### src/include/pvt_timing_map.vh
// Named constants for the parallel video source timing generator
`ifndef PVT_TIMING_MAP_VH
`define PVT_TIMING_MAP_VH

`define PVT_CLK_PERIOD_NS 40
`define PVT_RESET_LOW_NS 1250
`define PVT_EYE_GUARD_NS 1000000

`define PVT_VSW_MIN_LINES 1
`define PVT_VBP_MIN_LINES 2
`define PVT_VFP_MIN_LINES 1
`define PVT_TVB_BASE_LINES 6
`define PVT_TVB_SCALE_LINES 8
`define PVT_HSW_MIN_PCLKS 4
`define PVT_HSW_MAX_PCLKS 128
`define PVT_HBP_MIN_PCLKS 4
`define PVT_HFP_MIN_PCLKS 8

`define PVT_ST_RESET 2'h0
`define PVT_ST_WAIT 2'h1
`define PVT_ST_RUN 2'h2

`define PVT_PIXEL_IDLE 24'h000000

`endif

### src/rtl/pvt_fifo.v
// Parameterised synchronous FIFO with registered full and empty flags
`timescale 1ns/1ps
module pvt_fifo #(
    parameter WIDTH = 24,
    parameter DEPTH = 32,
    parameter AW = 5
) (
    input wire clk_i,
    input wire reset_n_i,
    input wire [WIDTH-1:0] in_data_i,
    input wire in_valid_i,
    output reg in_ready_o,
    output wire [WIDTH-1:0] out_data_o,
    output reg out_valid_o,
    input wire out_ready_i
);
    reg [WIDTH-1:0] mem [0:DEPTH-1];
    reg [AW-1:0] wr_ptr_reg;
    reg [AW-1:0] rd_ptr_reg;
    reg [AW:0] count_reg;
    reg [AW:0] count_next;
    wire push;
    wire pop;

    assign push = in_valid_i && in_ready_o;
    assign pop = out_valid_o && out_ready_i;
    assign out_data_o = mem[rd_ptr_reg];

    function [AW-1:0] ptr_inc;
        input [AW-1:0] p;
        begin
            if (p == DEPTH[AW-1:0] - {{(AW-1){1'b0}}, 1'b1})
                ptr_inc = {AW{1'b0}};
            else
                ptr_inc = p + {{(AW-1){1'b0}}, 1'b1};
        end
    endfunction

    always @*
    begin
        count_next = count_reg;
        if (push && !pop)
            count_next = count_reg + {{AW{1'b0}}, 1'b1};
        else if (pop && !push)
            count_next = count_reg - {{AW{1'b0}}, 1'b1};
    end

    always @(posedge clk_i)
    begin
        if (push)
            mem[wr_ptr_reg] <= in_data_i;
    end

    always @(posedge clk_i or negedge reset_n_i)
    begin
        if (!reset_n_i)
        begin
            wr_ptr_reg <= {AW{1'b0}};
            rd_ptr_reg <= {AW{1'b0}};
            count_reg <= {(AW+1){1'b0}};
            in_ready_o <= 1'b0;
            out_valid_o <= 1'b0;
        end
        else
        begin
            if (push)
                wr_ptr_reg <= ptr_inc(wr_ptr_reg);
            if (pop)
                rd_ptr_reg <= ptr_inc(rd_ptr_reg);
            count_reg <= count_next;
            in_ready_o <= (count_next != DEPTH[AW:0]);
            out_valid_o <= (count_next != {(AW+1){1'b0}});
        end
    end
endmodule // pvt_fifo

### src/rtl/pvt_video_source.v
// Parallel video source: pixel clock, syncs, qualifier, eye select, chip reset
`timescale 1ns/1ps
`include "pvt_timing_map.vh"
// Behaviour
// - Frame sync high at least one line
// - Back porch at least two lines
// - Front porch at least one line
// - Total blanking at least 6+8*max(1,ratio)
// - Line sync high 4 to 128 pclks
// - Four pclks line sync to qualifier
// - Eight pclks qualifier fall to sync
// - Eye select changes 1 ms before sync
// - Eye select stable 1 ms after sync
// - Chip reset held low 1.25 us
// - Reference oscillator 24 MHz within 200 PPM
// - Reference oscillator without spread spectrum
// - Pixel clock jitter within period minus 5.76 ns
module pvt_video_source #(
    parameter H_ACTIVE = 640,
    parameter H_SYNC = 8,
    parameter H_BACK = 8,
    parameter H_FRONT = 16,
    parameter V_ACTIVE = 480,
    parameter V_SYNC = 1,
    parameter V_BACK = 4,
    parameter V_FRONT = 4,
    parameter ARRAY_LINES = 480,
    parameter PCLK_HALF = 1,
    parameter FIFO_DEPTH = 32,
    parameter FIFO_AW = 5,
    parameter EYE_GUARD_CYCLES =
        (`PVT_EYE_GUARD_NS + `PVT_CLK_PERIOD_NS - 1) / `PVT_CLK_PERIOD_NS
) (
    input wire core_clk_i,
    input wire reset_n_i,
    input wire enable_i,
    input wire eye_sel_i,
    input wire [23:0] pixel_data_i,
    input wire pixel_valid_i,
    output wire pixel_ready_o,
    output reg pixel_clk_o,
    output reg frame_sync_o,
    output reg line_sync_o,
    output reg active_data_qualifier_o,
    output reg stereo_eye_select_o,
    output reg [23:0] pixel_bus_o,
    output reg chip_reset_low_o,
    output reg frame_start_o,
    output reg underrun_o
);
    function integer max2;
        input integer a;
        input integer b;
        begin
            max2 = (a > b) ? a : b;
        end
    endfunction

    function integer clamp;
        input integer v;
        input integer lo;
        input integer hi;
        begin
            clamp = (v < lo) ? lo : ((v > hi) ? hi : v);
        end
    endfunction

    function [15:0] cut16;
        input integer v;
        begin
            cut16 = v[15:0];
        end
    endfunction

    function [7:0] cut8;
        input integer v;
        begin
            cut8 = v[7:0];
        end
    endfunction

    function [19:0] cut20;
        input integer v;
        begin
            cut20 = v[19:0];
        end
    endfunction

    localparam integer RESET_CYCLES =
        (`PVT_RESET_LOW_NS + `PVT_CLK_PERIOD_NS - 1) / `PVT_CLK_PERIOD_NS;
    // Sync width kept inside its legal window
    localparam integer HSW = clamp(H_SYNC, `PVT_HSW_MIN_PCLKS, `PVT_HSW_MAX_PCLKS);
    localparam integer HBP = max2(H_BACK, `PVT_HBP_MIN_PCLKS);
    localparam integer HFP = max2(H_FRONT, `PVT_HFP_MIN_PCLKS);
    localparam integer H_TOTAL = HSW + HBP + H_ACTIVE + HFP;
    localparam integer DE_START = HSW + HBP;
    localparam integer DE_END = DE_START + H_ACTIVE;
    localparam integer VSW = max2(V_SYNC, `PVT_VSW_MIN_LINES);
    // Back porch covers the frame sync pulse as well
    localparam integer VBP = max2(max2(V_BACK, `PVT_VBP_MIN_LINES), VSW);
    localparam integer SCALE = max2(`PVT_TVB_SCALE_LINES,
        (`PVT_TVB_SCALE_LINES * V_ACTIVE + ARRAY_LINES - 1) / ARRAY_LINES);
    localparam integer TVB_MIN = `PVT_TVB_BASE_LINES + SCALE;
    localparam integer VFP = max2(max2(V_FRONT, `PVT_VFP_MIN_LINES), TVB_MIN - VBP);
    localparam integer V_TOTAL = VBP + V_ACTIVE + VFP;
    localparam [15:0] H_LAST = cut16(H_TOTAL - 1);
    localparam [15:0] V_LAST = cut16(V_TOTAL - 1);
    localparam [15:0] HSW_W = cut16(HSW);
    localparam [15:0] DE_START_W = cut16(DE_START);
    localparam [15:0] DE_END_W = cut16(DE_END);
    localparam [15:0] VSW_W = cut16(VSW);
    localparam [15:0] VBP_W = cut16(VBP);
    localparam [15:0] VACT_END_W = cut16(VBP + V_ACTIVE);
    localparam [7:0] RESET_LAST = cut8(RESET_CYCLES - 1);
    localparam [7:0] PCLK_LAST = cut8(PCLK_HALF - 1);
    localparam [19:0] EYE_GUARD = cut20(EYE_GUARD_CYCLES);

    reg [1:0] state_reg;
    reg [7:0] rst_cnt_reg;
    reg [7:0] div_cnt_reg;
    reg [15:0] h_cnt_reg;
    reg [15:0] v_cnt_reg;
    reg [19:0] since_vs_reg;
    reg [19:0] since_eye_reg;
    reg running_reg;
    reg enable_meta_reg;
    reg enable_sync_reg;
    reg eye_meta_reg;
    reg eye_sync_reg;
    wire tick;
    wire at_frame_start;
    wire eye_ok;
    wire go;
    wire hs_now;
    wire vs_now;
    wire de_now;
    wire [23:0] fifo_data;
    wire fifo_valid;
    wire fifo_pop;
    wire eye_change;

    // Syncs, qualifier, pixel bus and eye select update only as the pixel clock falls
    assign tick = (state_reg == `PVT_ST_RUN) && pixel_clk_o && (div_cnt_reg == PCLK_LAST);
    assign at_frame_start = (h_cnt_reg == 16'h0000) && (v_cnt_reg == 16'h0000);
    assign eye_ok = (since_eye_reg >= EYE_GUARD) && (since_vs_reg >= EYE_GUARD);
    // Next frame sync edge waits for the eye setup time
    assign go = !at_frame_start || (enable_sync_reg && eye_ok);
    assign hs_now = go && (h_cnt_reg < HSW_W);
    assign vs_now = go && (v_cnt_reg < VSW_W);
    assign de_now = go && (v_cnt_reg >= VBP_W) && (v_cnt_reg < VACT_END_W) &&
        (h_cnt_reg >= DE_START_W) && (h_cnt_reg < DE_END_W);
    assign fifo_pop = tick && de_now;
    // Eye select moves only with frame sync quiet long enough
    assign eye_change = tick && !frame_sync_o && !vs_now && (since_vs_reg >= EYE_GUARD) &&
        (eye_sync_reg != stereo_eye_select_o);

    pvt_fifo #(
        .WIDTH(24),
        .DEPTH(FIFO_DEPTH),
        .AW(FIFO_AW)
    ) u_fifo (
        .clk_i(core_clk_i),
        .reset_n_i(reset_n_i),
        .in_data_i(pixel_data_i),
        .in_valid_i(pixel_valid_i),
        .in_ready_o(pixel_ready_o),
        .out_data_o(fifo_data),
        .out_valid_o(fifo_valid),
        .out_ready_i(fifo_pop)
    );

    // Two-stage synchronisers for the control inputs
    always @(posedge core_clk_i or negedge reset_n_i)
    begin
        if (!reset_n_i)
        begin
            enable_meta_reg <= 1'b0;
            enable_sync_reg <= 1'b0;
        end
        else
        begin
            enable_meta_reg <= enable_i;
            enable_sync_reg <= enable_meta_reg;
        end
    end

    always @(posedge core_clk_i or negedge reset_n_i)
    begin
        if (!reset_n_i)
        begin
            eye_meta_reg <= 1'b0;
            eye_sync_reg <= 1'b0;
        end
        else
        begin
            eye_meta_reg <= eye_sel_i;
            eye_sync_reg <= eye_meta_reg;
        end
    end

    // Reset sequencing and run control
    always @(posedge core_clk_i or negedge reset_n_i)
    begin
        if (!reset_n_i)
        begin
            state_reg <= `PVT_ST_RESET;
            rst_cnt_reg <= 8'h00;
            chip_reset_low_o <= 1'b0;
        end
        else
        begin
            case (state_reg)
                `PVT_ST_RESET:
                begin
                    // Hold chip reset low for its full minimum width
                    if (rst_cnt_reg == RESET_LAST)
                    begin
                        chip_reset_low_o <= 1'b1;
                        state_reg <= `PVT_ST_WAIT;
                    end
                    else
                    begin
                        rst_cnt_reg <= rst_cnt_reg + 8'h01;
                    end
                end
                `PVT_ST_WAIT:
                begin
                    if (enable_sync_reg)
                        state_reg <= `PVT_ST_RUN;
                end
                default:
                begin
                    state_reg <= `PVT_ST_RUN;
                end
            endcase
        end
    end

    // Core clock from a fixed reference, no spread
    // Reference accuracy is a board matter
    // Pixel clock divider from the core clock, counting only in the run state
    always @(posedge core_clk_i or negedge reset_n_i)
    begin
        if (!reset_n_i)
        begin
            div_cnt_reg <= 8'h00;
            pixel_clk_o <= 1'b0;
        end
        else if (state_reg == `PVT_ST_RUN)
        begin
            // Divided clock carries no added period jitter
            if (div_cnt_reg == PCLK_LAST)
            begin
                div_cnt_reg <= 8'h00;
                pixel_clk_o <= !pixel_clk_o;
            end
            else
            begin
                div_cnt_reg <= div_cnt_reg + 8'h01;
            end
        end
    end

    // Line and frame counters with registered sync outputs
    always @(posedge core_clk_i or negedge reset_n_i)
    begin
        if (!reset_n_i)
        begin
            h_cnt_reg <= 16'h0000;
            v_cnt_reg <= 16'h0000;
            running_reg <= 1'b0;
            frame_sync_o <= 1'b0;
            line_sync_o <= 1'b0;
            active_data_qualifier_o <= 1'b0;
            pixel_bus_o <= `PVT_PIXEL_IDLE;
            frame_start_o <= 1'b0;
            underrun_o <= 1'b0;
        end
        else
        begin
            frame_start_o <= 1'b0;
            underrun_o <= 1'b0;
            if (tick)
            begin
                line_sync_o <= hs_now;
                frame_sync_o <= vs_now;
                active_data_qualifier_o <= de_now;
                pixel_bus_o <= (de_now && fifo_valid) ? fifo_data : `PVT_PIXEL_IDLE;
                underrun_o <= de_now && !fifo_valid;
                if (go)
                begin
                    running_reg <= 1'b1;
                    frame_start_o <= at_frame_start;
                    if (h_cnt_reg == H_LAST)
                    begin
                        h_cnt_reg <= 16'h0000;
                        // Frame length includes the widened blanking
                        if (v_cnt_reg == V_LAST)
                            v_cnt_reg <= 16'h0000;
                        else
                            v_cnt_reg <= v_cnt_reg + 16'h0001;
                    end
                    else
                    begin
                        h_cnt_reg <= h_cnt_reg + 16'h0001;
                    end
                end
            end
        end
    end

    // Eye select guard timers around frame sync edges
    always @(posedge core_clk_i or negedge reset_n_i)
    begin
        if (!reset_n_i)
        begin
            since_vs_reg <= 20'h00000;
            since_eye_reg <= 20'h00000;
            stereo_eye_select_o <= 1'b0;
        end
        else
        begin
            if (tick && (vs_now != frame_sync_o))
                since_vs_reg <= 20'h00000;
            else if (since_vs_reg < EYE_GUARD)
                since_vs_reg <= since_vs_reg + 20'h00001;
            if (eye_change)
            begin
                stereo_eye_select_o <= eye_sync_reg;
                since_eye_reg <= 20'h00000;
            end
            else if (since_eye_reg < EYE_GUARD)
            begin
                since_eye_reg <= since_eye_reg + 20'h00001;
            end
        end
    end
endmodule // pvt_video_source

### config.mk
export PLATFORM = sky130hd
export DESIGN_NAME = pvt_video_source
export DESIGN_NICKNAME = d
export VERILOG_FILES = /design/src/rtl/pvt_fifo.v /design/src/rtl/pvt_video_source.v
export VERILOG_INCLUDE_DIRS = /design/src /design/src/include
export SDC_FILE = /design/constraint.sdc
export NUM_CORES = 1
export LEC_CHECK = 0
export BUFFER_PORTS_ARGS = -buffer_cell sky130_fd_sc_hd__buf_4
export CAP_MARGIN = 25
export CORE_ASPECT_RATIO = 0.8
export CORE_MARGIN = 5
export CORE_UTILIZATION = 49
export DETAILED_ROUTE_END_ITERATION = 16
export PLACE_DENSITY = 0.65
export SLEW_MARGIN = 0
export SYNTH_ARGS = -nofsm -noshare
export SYNTH_HDL_FRONTEND = slang
export SYNTH_SLANG_ARGS = --single-unit
### constraint.sdc
create_clock -name core_clk_i -period 4.1 [get_ports core_clk_i]
set_input_delay 0.205 -clock core_clk_i [delete_from_list [all_inputs] [get_ports core_clk_i]]
set_output_delay 0.205 -clock core_clk_i [all_outputs]
set_load 0.005 [all_outputs]
### Yosys cells after proc, flatten, opt, wreduce, memory -nomap -nowiden

Memory sizes are Yosys's and may differ from the RTL's.
Index checks and enable logic that the tools add are counted.

| word-level totals | value |
|---|---|
| bits in writable memories | 768 |
| flip-flop bits (word level) | 144 |
| output and inout port bits | 33 |
| memories | 1 |
| word-level logic and storage cells | 123 |

| cells by class | value |
|---|---|
| add/sub/neg operators | 10 |
| magnitude comparators | 10 |
| reduce and logical (&&, ||, !) cells | 44 |
| bitwise gates (word level) | 1 |
| mux-type cells | 20 |
| equality and inequality tests | 12 |

Memories:

| name | words | bits a word | rd ports | clocked after Yosys merged registers in | write ports | line | text |
|---|---|---|---|---|---|---|---|
| u_fifo.mem | 32 | 24 | 1 | 0 | 1 | pvt_fifo.v:17 | `reg [WIDTH-1:0] mem [0:DEPTH-1];` |

Operator list:

| operator | count |
|---|---|
| 2-to-1 mux 20 bit | 4 |
| adder 20 x 1 -> 20 bit (second input constant) | 2 |
| >= comparator 20 x 15 -> 1 bit (second input constant) | 2 |
| less-than comparator 20 x 15 -> 1 bit (second input constant) | 2 |
| adder 16 x 1 -> 16 bit (second input constant) | 2 |
| logical NOT 16 bit | 2 |
| 2-to-1 mux 16 bit | 2 |
| 2-to-1 mux 24 bit | 1 |
| logical AND 1 bit | 23 |
| adder 8 x 1 -> 8 bit (second input constant) | 2 |
| == test 16 x 10 -> 1 bit (second input constant) | 1 |
| == test 16 x 9 -> 1 bit (second input constant) | 1 |
| >= comparator 16 x 3 -> 1 bit (second input constant) | 1 |
| >= comparator 16 x 5 -> 1 bit (second input constant) | 1 |
| less-than comparator 16 x 1 -> 1 bit (second input constant) | 1 |
| less-than comparator 16 x 10 -> 1 bit (second input constant) | 1 |
| less-than comparator 16 x 4 -> 1 bit (second input constant) | 1 |
| less-than comparator 16 x 9 -> 1 bit (second input constant) | 1 |
| 2-to-1 mux 6 bit | 2 |
| adder 5 x 1 -> 5 bit (second input constant) | 2 |
| == test 5 bit (second input constant) | 2 |
| 2-to-1 mux 5 bit | 2 |
| AND reduction 2 bit | 5 |
| == test 8 x 5 -> 1 bit (second input constant) | 1 |
| 19 further kinds | 33 |

### Depth between registers and ports, before layout

Gate-level depths: netlist of the first run.

| depth | value |
|---|---|
| depth in word-level cells | 14 |
| gate-level depth with buffers | 10 |

### Modules after synthesis

From an unflattened synthesis of the first run, not the netlist that was laid out.

| unflattened totals | value |
|---|---|
| cells, all modules | 2328 |
| area total of the unflattened synthesis | 36915.4 um2 |

Modules (own cells, without submodules):

| module | sequential area each (um2) | cells each | times used | area an instance (um2) |
|---|---|---|---|---|
| pvt_fifo | 23512.6 | 1747 | 1 | 30853.3 |
| pvt_video_source | 3153.0 | 581 | 1 | 6062.1 |

### Worst setup path after synthesis of the first run

No wires, ideal clock.

| timing | value |
|---|---|
| path type | reg-to-reg |
| from | register v_cnt_reg[5] |
| to | register stereo_eye_select_o |
| cell stages (with the launch flop) | 8 |
| slack | 1.478 ns |
| path buffers | 1 |
| arrival | 2.494 ns |
| library setup time | 0.127 ns |
| cells stage by stage | dfrtp_1 > or4_1 > or4_4 > nor4_4 > and2_1 > buf_4 > o21a_4 > mux2_1 |

| on the way | value |
|---|---|
| cells in the longest elaborated chain, start to end | 9 |
| elaborated cells on any way between the ends | 10 |

Ends and longest elaborated chain:

| what | line | text |
|---|---|---|
| start, declared | pvt_video_source.v:122 | `reg [15:0] v_cnt_reg;` |
| start signal, assigned | pvt_video_source.v:301 | `v_cnt_reg <= v_cnt_reg + 16'h0001;` |
| branches (longest 4 deep; another with less-than comparator 16 x 1 -> 1 bit) | - |  |
| logical AND 1 bit * | pvt_video_source.v:149 | `assign vs_now = go && (v_cnt_reg < VSW_W);` |
| logical NOT 1 bit * | pvt_video_source.v:154 | `assign eye_change = tick && !frame_sync_o && !vs_now && (since_vs_reg >= EYE_GUARD) &&` |
| logical AND 1 bit * (3 in a row) | pvt_video_source.v:154 |  |
| end signal, assigned | pvt_video_source.v:329 | `stereo_eye_select_o <= eye_sync_reg;` |
| end, declared | pvt_video_source.v:45 | `output reg stereo_eye_select_o,` |

Mark *: on every way between the ends.
A chain may end at the register's enable or synchronous reset.

### Final worst setup path of the first run

Ends and elaborated chain as after synthesis.

==> results by group, run 1 <==
Final layout
  • Biggest register: u_fifo.mem
  • Registers with the most flip-flops: u_fifo.mem (768), pixel_bus_o (24)
  • Antenna diode instance count: 0
  • Fill count: 5367
  • Relative area change from synthesis to final layout: 14.6%
  • Share of final-layout standard cells stronger than drive strength 1: 26.1%
  • Max FFs per register: 768
  • Number of nets in the finished design: 2044
  • Core Util, Final: 56.4%

Global routing
  • First-pass GRT wire length: 121000 um
  • Top Usage Layer GRT: met2
  • Met2 usage in global routing: 32.6%
  • Via count of the first global-routing pass: 18468
  • Met3 track utilization from global routing: 4.14%
  • Overall overflow remaining after global route: 0
  • Number of antenna violations at the first check in global routing: 0
  • Global Route Usage Sum: 20.8%
  • Pin count of the biggest net entering global routing: 98
  • Met1 Use GR: 31.0%

STA
  • Setup slack of the critical path after layout: 0.784 ns
  • Final hold vios: 0
  • FMAX: 0.302 GHz
  • Final setup violating endpoints: 0
  • Shortest period the worst path allows: 3.32 ns
  • Max-slew violation count: 0
  • Max_slew headroom: 32.5%
  • Unrepaired setup endpoints after global routing: false
  • Setup TNS after final layout: 0 ns
  • Worst-Margin Slew: 1.01 ns
  • Fin Clk Skew: 0.0307 ns
  • Worst Hold Margin: 0.131 ns
  • Tcrit/Tclk final: 80.9%

Clock network
  • Number of buffers created by CTS: 90
  • Source-to-sink clock delay at the later pin of the worst-skew pair: 0.66 ns
  • Number of buffers on the longest clock path: 3
  • CTS tree: done
  • CTS sink cnt: 912
  • Clock-pin slew on the worst setup and hold paths: 0.06 ns
  • H-tree lvl count: 3
  • Clock root buffer master: clkbuf_16

Status
  • Status: finished clean

Route
  • Wire length per cell: 27.2 um
  • DRC errors left: 0
  • DRT Pass-1 Iters: 5
  • Via total after detailed routing: 18306
  • Count of antenna-violating nets left after detailed routing: 0
  • Drt via density: 6.06
  • Detailed Route Iter0 Violations: 1961
  • Routed Wire Length: 82200 um

Floorplanning
  • Die area: 79300 sq um
  • Top-level port count: 62
  • Effective utilization at floorplan: 49.2%
  • Height of the die: 253 um
  • Area of the core: 73400 sq um
  • Row cnt: 89
  • Die width: 314 um

Yosys
  • Syn Std Cell Area: 36100 sq um
  • Count of flip-flops with a built-in enable after synthesis: 768
  • Number of warning messages in the yosys log: 0
  • Yosys reg bits: 912
  • Net count after synthesis: 1893
  • Average instance area after synthesis: 19.6 sq um
  • Sequential area share after synthesis: 73.8%
  • Proportion of register bits with asynchronous set or reset after synthesis: 15.8%
  • Top flip-flop cell by instance count after synthesis: edfxtp_1
  • Syn Inst Count: 1842
  • Distinct cells, synth: 59

Worst setup path
  • Critical Path End Type: register
  • Required time of the critical path: 4.61 ns
  • Critical Path AT: 3.83 ns
  • Category of the most critical setup path: reg2reg
  • Critical Path Fanout Max: 21
  • Critical Path Start Type: register

Pwr
  • Tot Pwr: 20.0 mW
  • Max IR drop VDD: 0.361 mV
  • Total power divided by cell area: 482 nW/um^2
  • Static power due to leakage: 13.6 nW

Job
  • Max-cap violations: 0

Placement
  • IO buf count: 61
  • Gpl congestion: 0.793
  • Setup slack at placement: 0.824 ns
  • Detailed Place HPWL: 45900 um

Worst hold path
  • Classification of the worst-slack hold path: in2reg
[critical path: stages, from the launching register on]
cell,delay [ns]
dfrtp_1,0.43
or4_1,0.57
or4_4,0.45
nor4_4,0.41
and2_1,0.57
o21a_4,0.38
mux2_1,0.35
[final timing paths]
kind | startpoint | endpoint | slack, ns | cells after the start
min | pixel_valid_i | u_fifo.wr_ptr_reg[4] | 0.13 | 4
min reg2reg | eye_meta_reg | eye_sync_reg | 0.35 | 0
max | v_cnt_reg[5] | stereo_eye_select_o | 0.78 | 6
max in group asynchronous | reset_n_i | h_cnt_reg[5] | 2.55 | 5
min in group asynchronous | reset_n_i | since_eye_reg[8] | 0.47 | 3
max reg2reg | v_cnt_reg[5] | stereo_eye_select_o | 0.78 | 6
[layer usage]
layer	up-vias	wire, um
li1	7742	-
met1	9728	35800
met2	719	39000
met3	117	5880
met4	0	1580
met5	-	0
[stage by stage]
stage,area [sq um],std cells
final,41400,3022
after global routing,41400,3022
after detailed placement,38200,2827
after global placement,38200,2826
after CTS,41400,3020
after floorplan,36100,1842
[synth_stat cells, types with 3 or more instances]
library cell	number	share of area, %
edfxtp_1	768	64
mux4_2	240	15
dfrtp_1	144	10
nor2_1	95	0.99
nand2_1	94	0.98
clkbuf_1	60	0.62
nand3_1	50	0.69
o21ai_0	48	0.66
xor2_1	37	0.90
nor3_1	31	0.43
mux2i_1	29	0.80
xnor2_1	27	0.65
ha_1	22	0.76
and3_1	21	0.36
inv_1	19	0.20
nand4_1	16	0.28
nor4_1	14	0.24
buf_2	13	0.18
a21oi_1	9	0.12
and2_1	8	0.14
buf_1	8	0.083
nor2b_1	8	0.14
mux2_2	7	0.22
nand3b_1	7	0.15
o31ai_1	7	0.15
or3_1	6	0.10
a21o_1	4	0.083
and4_1	4	0.097
buf_4	3	0.062
[cell usage in the layout (no fill, tap or decap), drive strengths merged, types with 31 or more instances in the layout]
master,count
mux4,240
dfrtp,144
nor2,95
clkbuf,126
nand3,50
nor3,31
nand2,95
o21ai,49
edfxtp,768
xor2,37
buf,117
[final cells by class]
cell class / instances / area [sq um] / area share [%]
clock buffers: 126 / 2490 / 6.01
clock inverters: 40 / 385 / 0.931
inverters: 19 / 71.3 / 0.172
multi-input cells: 825 / 9280 / 22.4
flip-flops and latches: 912 / 26700 / 64.4
well taps: 955 / 1190 / 2.89
repair buffers: 145 / 1310 / 3.16
[what timing repair did]
| action | CTS | global route |
|---|---|---|
| buffers inserted | 0 | 0 |
| hold buffers | 27 | 1 |
| gates resized for setup | 0 | 0 |
| endpoints found under the setup margin | 0 | 0 |
| hold endpoints to repair | 865 | 4 |
[cells by family (layout without fill, tap and decap cells)]
logic type,count (synthesis),in the layout,share of synthesized area [%]
xor gates and xnor gates,64,64,1.55
AOI/OAI and AO/OA,90,90,1.62
muxes,277,277,16.0
DFF,912,912,73.8
adders and majority gates,22,22,0.762
and+or+nand+nor,372,372,5.06
buffers and inverters,105,330,1.21
[power by group]
group / internal [mW] / switching [mW] / leakage, nW
logic: 0.367 / 0.908 / 3.42
registers: 10.5 / 0.158 / 8.81
clock network: 4.62 / 3.40 / 1.40
Note: power is estimated with default switching activity, not from simulation.
==> inputs of run 2 (changes only) <==
--- a/config.mk
+++ b/config.mk
@@ -12,7 +12,7 @@
 export CORE_MARGIN = 5
 export CORE_UTILIZATION = 49
 export DETAILED_ROUTE_END_ITERATION = 16
-export PLACE_DENSITY = 0.65
+export PLACE_DENSITY = 0.67
 export SLEW_MARGIN = 0
 export SYNTH_ARGS = -nofsm -noshare
 export SYNTH_HDL_FRONTEND = slang
==> constraint.sdc (replaced) <==
create_clock -name core_clk_i -period 2.7 [get_ports core_clk_i]
set_input_delay 0.135 -clock core_clk_i [delete_from_list [all_inputs] [get_ports core_clk_i]]
set_output_delay 0.135 -clock core_clk_i [all_outputs]
set_load 0.005 [all_outputs]
==> results by group, run 2 (same netlist as run 1, synthesis figures left out) <==
Final layout
  • Leading cell types in the layout, fill and taps excluded: 768 x edfxtp_1, 240 x mux4_2, 152 x buf_4 (was 768 x edfxtp_1, 240 x mux4_2, 139 x dfrtp_1)
  • Share of final-layout standard cells stronger than drive strength 1: 29.0% (was 26.1%)
  • Relative area change from synthesis to final layout: 16.9% (was 14.6%)
  • Biggest register: u_fifo.mem (unchanged)
  • Number of nets in the finished design: 2106 (was 2044)
  • Antenna diode instance count: 0 (unchanged)
  • Most frequent standard cell in the layout excluding fill and tap cells: edfxtp_1 (unchanged)
  • Max FFs per register: 768 (unchanged)
  • Registers with the most flip-flops: u_fifo.mem (768), pixel_bus_o (24) (unchanged)

Worst setup path
  • Delay of the slowest cell on the worst path: 0.53 ns (was 0.57 ns)
  • Required time of the critical path: 3.21 ns (was 4.61 ns)
  • Critical Path Start Type: register (unchanged)
  • Critical Path Fanout Max: 13 (was 21)
  • Startpoint of the worst setup timing path: v_cnt_reg[6] (was v_cnt_reg[5])
  • List of cells traversed by the critical path: or4_1, or4_4, nor2_1, nand2_1, a2111oi_4, buf_4, nor3_1 (was or4_1, or4_4, nor4_4, and2_1, o21a_4, mux2_1)
  • Critical Path End Type: register (unchanged)
  • Category of the most critical setup path: reg2reg (unchanged)
  • Critical path's slowest cell: or4_1 (unchanged)
  • Worst path top cell family by delay: simple AND/OR/NAND/NOR gates (unchanged)
  • CP bufs+invs: 1 (was 0)
  • Startpoint of the most critical register-to-register path: v_cnt_reg[6] (was v_cnt_reg[5])
  • Critical Path AT: 3.08 ns (was 3.83 ns)

STA
  • Max-slew violation count: 0 (unchanged)
  • Fin Clk Skew: 0.0245 ns (was 0.0307 ns)
  • Shortest period the worst path allows: 2.57 ns (was 3.32 ns)
  • FMAX: 0.389 GHz (was 0.302 GHz)
  • Final hold vios: 0 (unchanged)
  • Worst-Margin Slew: 0.702 ns (was 1.01 ns)
  • Unrepaired setup endpoints after global routing: false (unchanged)
  • Final setup violating endpoints: 0 (unchanged)
  • Setup TNS after final layout: 0 ns (unchanged)
  • Max_slew headroom: 52.9% (was 32.5%)
  • Tcrit/Tclk final: 95.2% (was 80.9%)

Placement
  • IO buf count: 61 (unchanged)
  • Detailed Place HPWL: 48400 um (was 45900 um)
  • Gpl congestion: 0.781 (was 0.793)

Clock network
  • Clock-pin slew on the worst setup and hold paths: 0.06 ns (about the same)
  • Number of setup buffers added after CTS: 0 (unchanged)
  • H-tree lvl count: 3 (unchanged)
  • Clock root buffer master: clkbuf_16 (unchanged)
  • CTS sink cnt: 912 (unchanged)
  • CTS tree: done (unchanged)
  • Number of buffers on the longest clock path: 3 (unchanged)
  • Source-to-sink clock delay at the later pin of the worst-skew pair: 0.65 ns (was 0.66 ns)
  • Number of buffers created by CTS: 89 (was 90)

Floorplanning
  • Area of the core: 73400 sq um (unchanged)
  • Die width: 314 um (unchanged)
  • Height of the die: 253 um (unchanged)
  • Effective utilization at floorplan: 49.2% (unchanged)
  • Top-level port count: 62 (unchanged)
  • Row cnt: 89 (unchanged)
  • Die area: 79300 sq um (unchanged)

Global routing
  • Global Route Usage Sum: 21.1% (was 20.8%)
  • Via count of the first global-routing pass: 18941 (was 18468)
  • Overall overflow remaining after global route: 0 (unchanged)
  • First-pass GRT wire length: 124000 um (was 121000 um)
  • Number of antenna violations at the first check in global routing: 0 (unchanged)
  • Pin count of the biggest net entering global routing: 53 (was 98)

Pwr
  • Static power due to leakage: 14.1 nW (was 13.6 nW)
  • Total power divided by cell area: 734 nW/um^2 (was 482 nW/um^2)
  • Max IR drop VDD: 0.547 mV (was 0.361 mV)
  • Tot Pwr: 31.0 mW (was 20.0 mW)

Route
  • DRC errors left: 0 (unchanged)
  • Wire length per cell: 26.9 um (was 27.2 um)
  • Count of antenna-violating nets left after detailed routing: 0 (unchanged)
  • Detailed Route Iter0 Violations: 1745 (was 1961)
  • DRT Pass-1 Iters: 5 (unchanged)
  • Routed Wire Length: 83100 um (was 82200 um)
  • Via total after detailed routing: 18617 (was 18306)
  • Drt via density: 6.03 (was 6.06)

Job
  • Max-cap violations: 0 (unchanged)

Worst hold path
  • Classification of the worst-slack hold path: in2async (was in2reg)

Status
  • Status: finished clean (unchanged)
-- run 2: cell count changes in the layout (fill, tap and decap cells not counted), moves of 2 or more --
cell        before  now
clkinv_1        14    8
bufinv_16        6   11
clkbuf_1        27   24
clkbuf_16       91   93
clkinvlp_4       3    0
clkinv_2        12   19
clkinv_8         2    0
a211oi_1         2    0
buf_4          105  152
buf_12          10   28
a211oi_2         0    2
-- run 2: final timing paths --
check                                            end  slack [ns]  cells after the start
worst max-delay path                since_vs_reg[13]        0.13                      7
worst min-delay path                 pixel_bus_o[14]        0.09                      2
worst max register to register      since_vs_reg[13]        0.13                      7
worst min register to register          eye_sync_reg        0.35                      0
max in group asynchronous           since_vs_reg[13]        1.88                      3
min in group core_clk_i         u_fifo.wr_ptr_reg[4]        0.11                      4
-- run 2: where the power goes --
group | internal, mW | switching [mW] | total [mW]
logic | 0.653 | 1.44 | 2.09
clock network | 7.60 | 5.15 | 12.8
registers | 15.9 | 0.255 | 16.2
-- run 2: repair_timing --
item / in CTS / in global routing
endpoints found under the hold margin: 867 / 0
setup endpoints to repair: 1 / 25
hold buffers: 27 / 0
gates resized for setup: 1 / 5
pin swaps: 0 / 1
-- run 2: layout make-up --
class	count	area [sq um]
Sequential cell	912	26700
Clock inverter	42	493
Multi-Input combinational cell	825	9310
Inverter	19	71.3
Clock buffer	125	2530
Tap cell	955	1190
Fill cell	5264	31100
Timing Repair Buffer	208	1980
-- run 2: per-stage QoR --
step	instance area [sq um]	util, %	setup WS, ns	instances	hold WS (ns)
global route	42300	57.6	0.0155	3086	0.0985
finish	42300	57.6	0.130	3086	0.0927
CTS	42200	57.6	0.0214	3086	0.0721
floorplan	36100	-	0.0782	1842	-0.161
detailed placement	38900	53.1	0.00382	2892	0.184
global placement	38900	53.1	0.0393	2892	0.175
-- run 2: per-layer routing --
metal	track usage, %	part of all wire, %	up-vias	wire (um)
li1	-	-	7883	-
met2	34.0	49	747	40400
met1	30.1	41	9879	34200
met3	4.90	8.4	108	6950
met4	4.43	1.8	0	1490
met5	0	0	-	0
-- run 2: worst register-to-register path, stage by stage (launching register included) --
cell       delay (ns)
dfrtp_1          0.41
or4_1            0.53
or4_4            0.46
nor2_1           0.12
nand2_1          0.17
a2111oi_4        0.39
buf_4            0.26
nor3_1           0.09
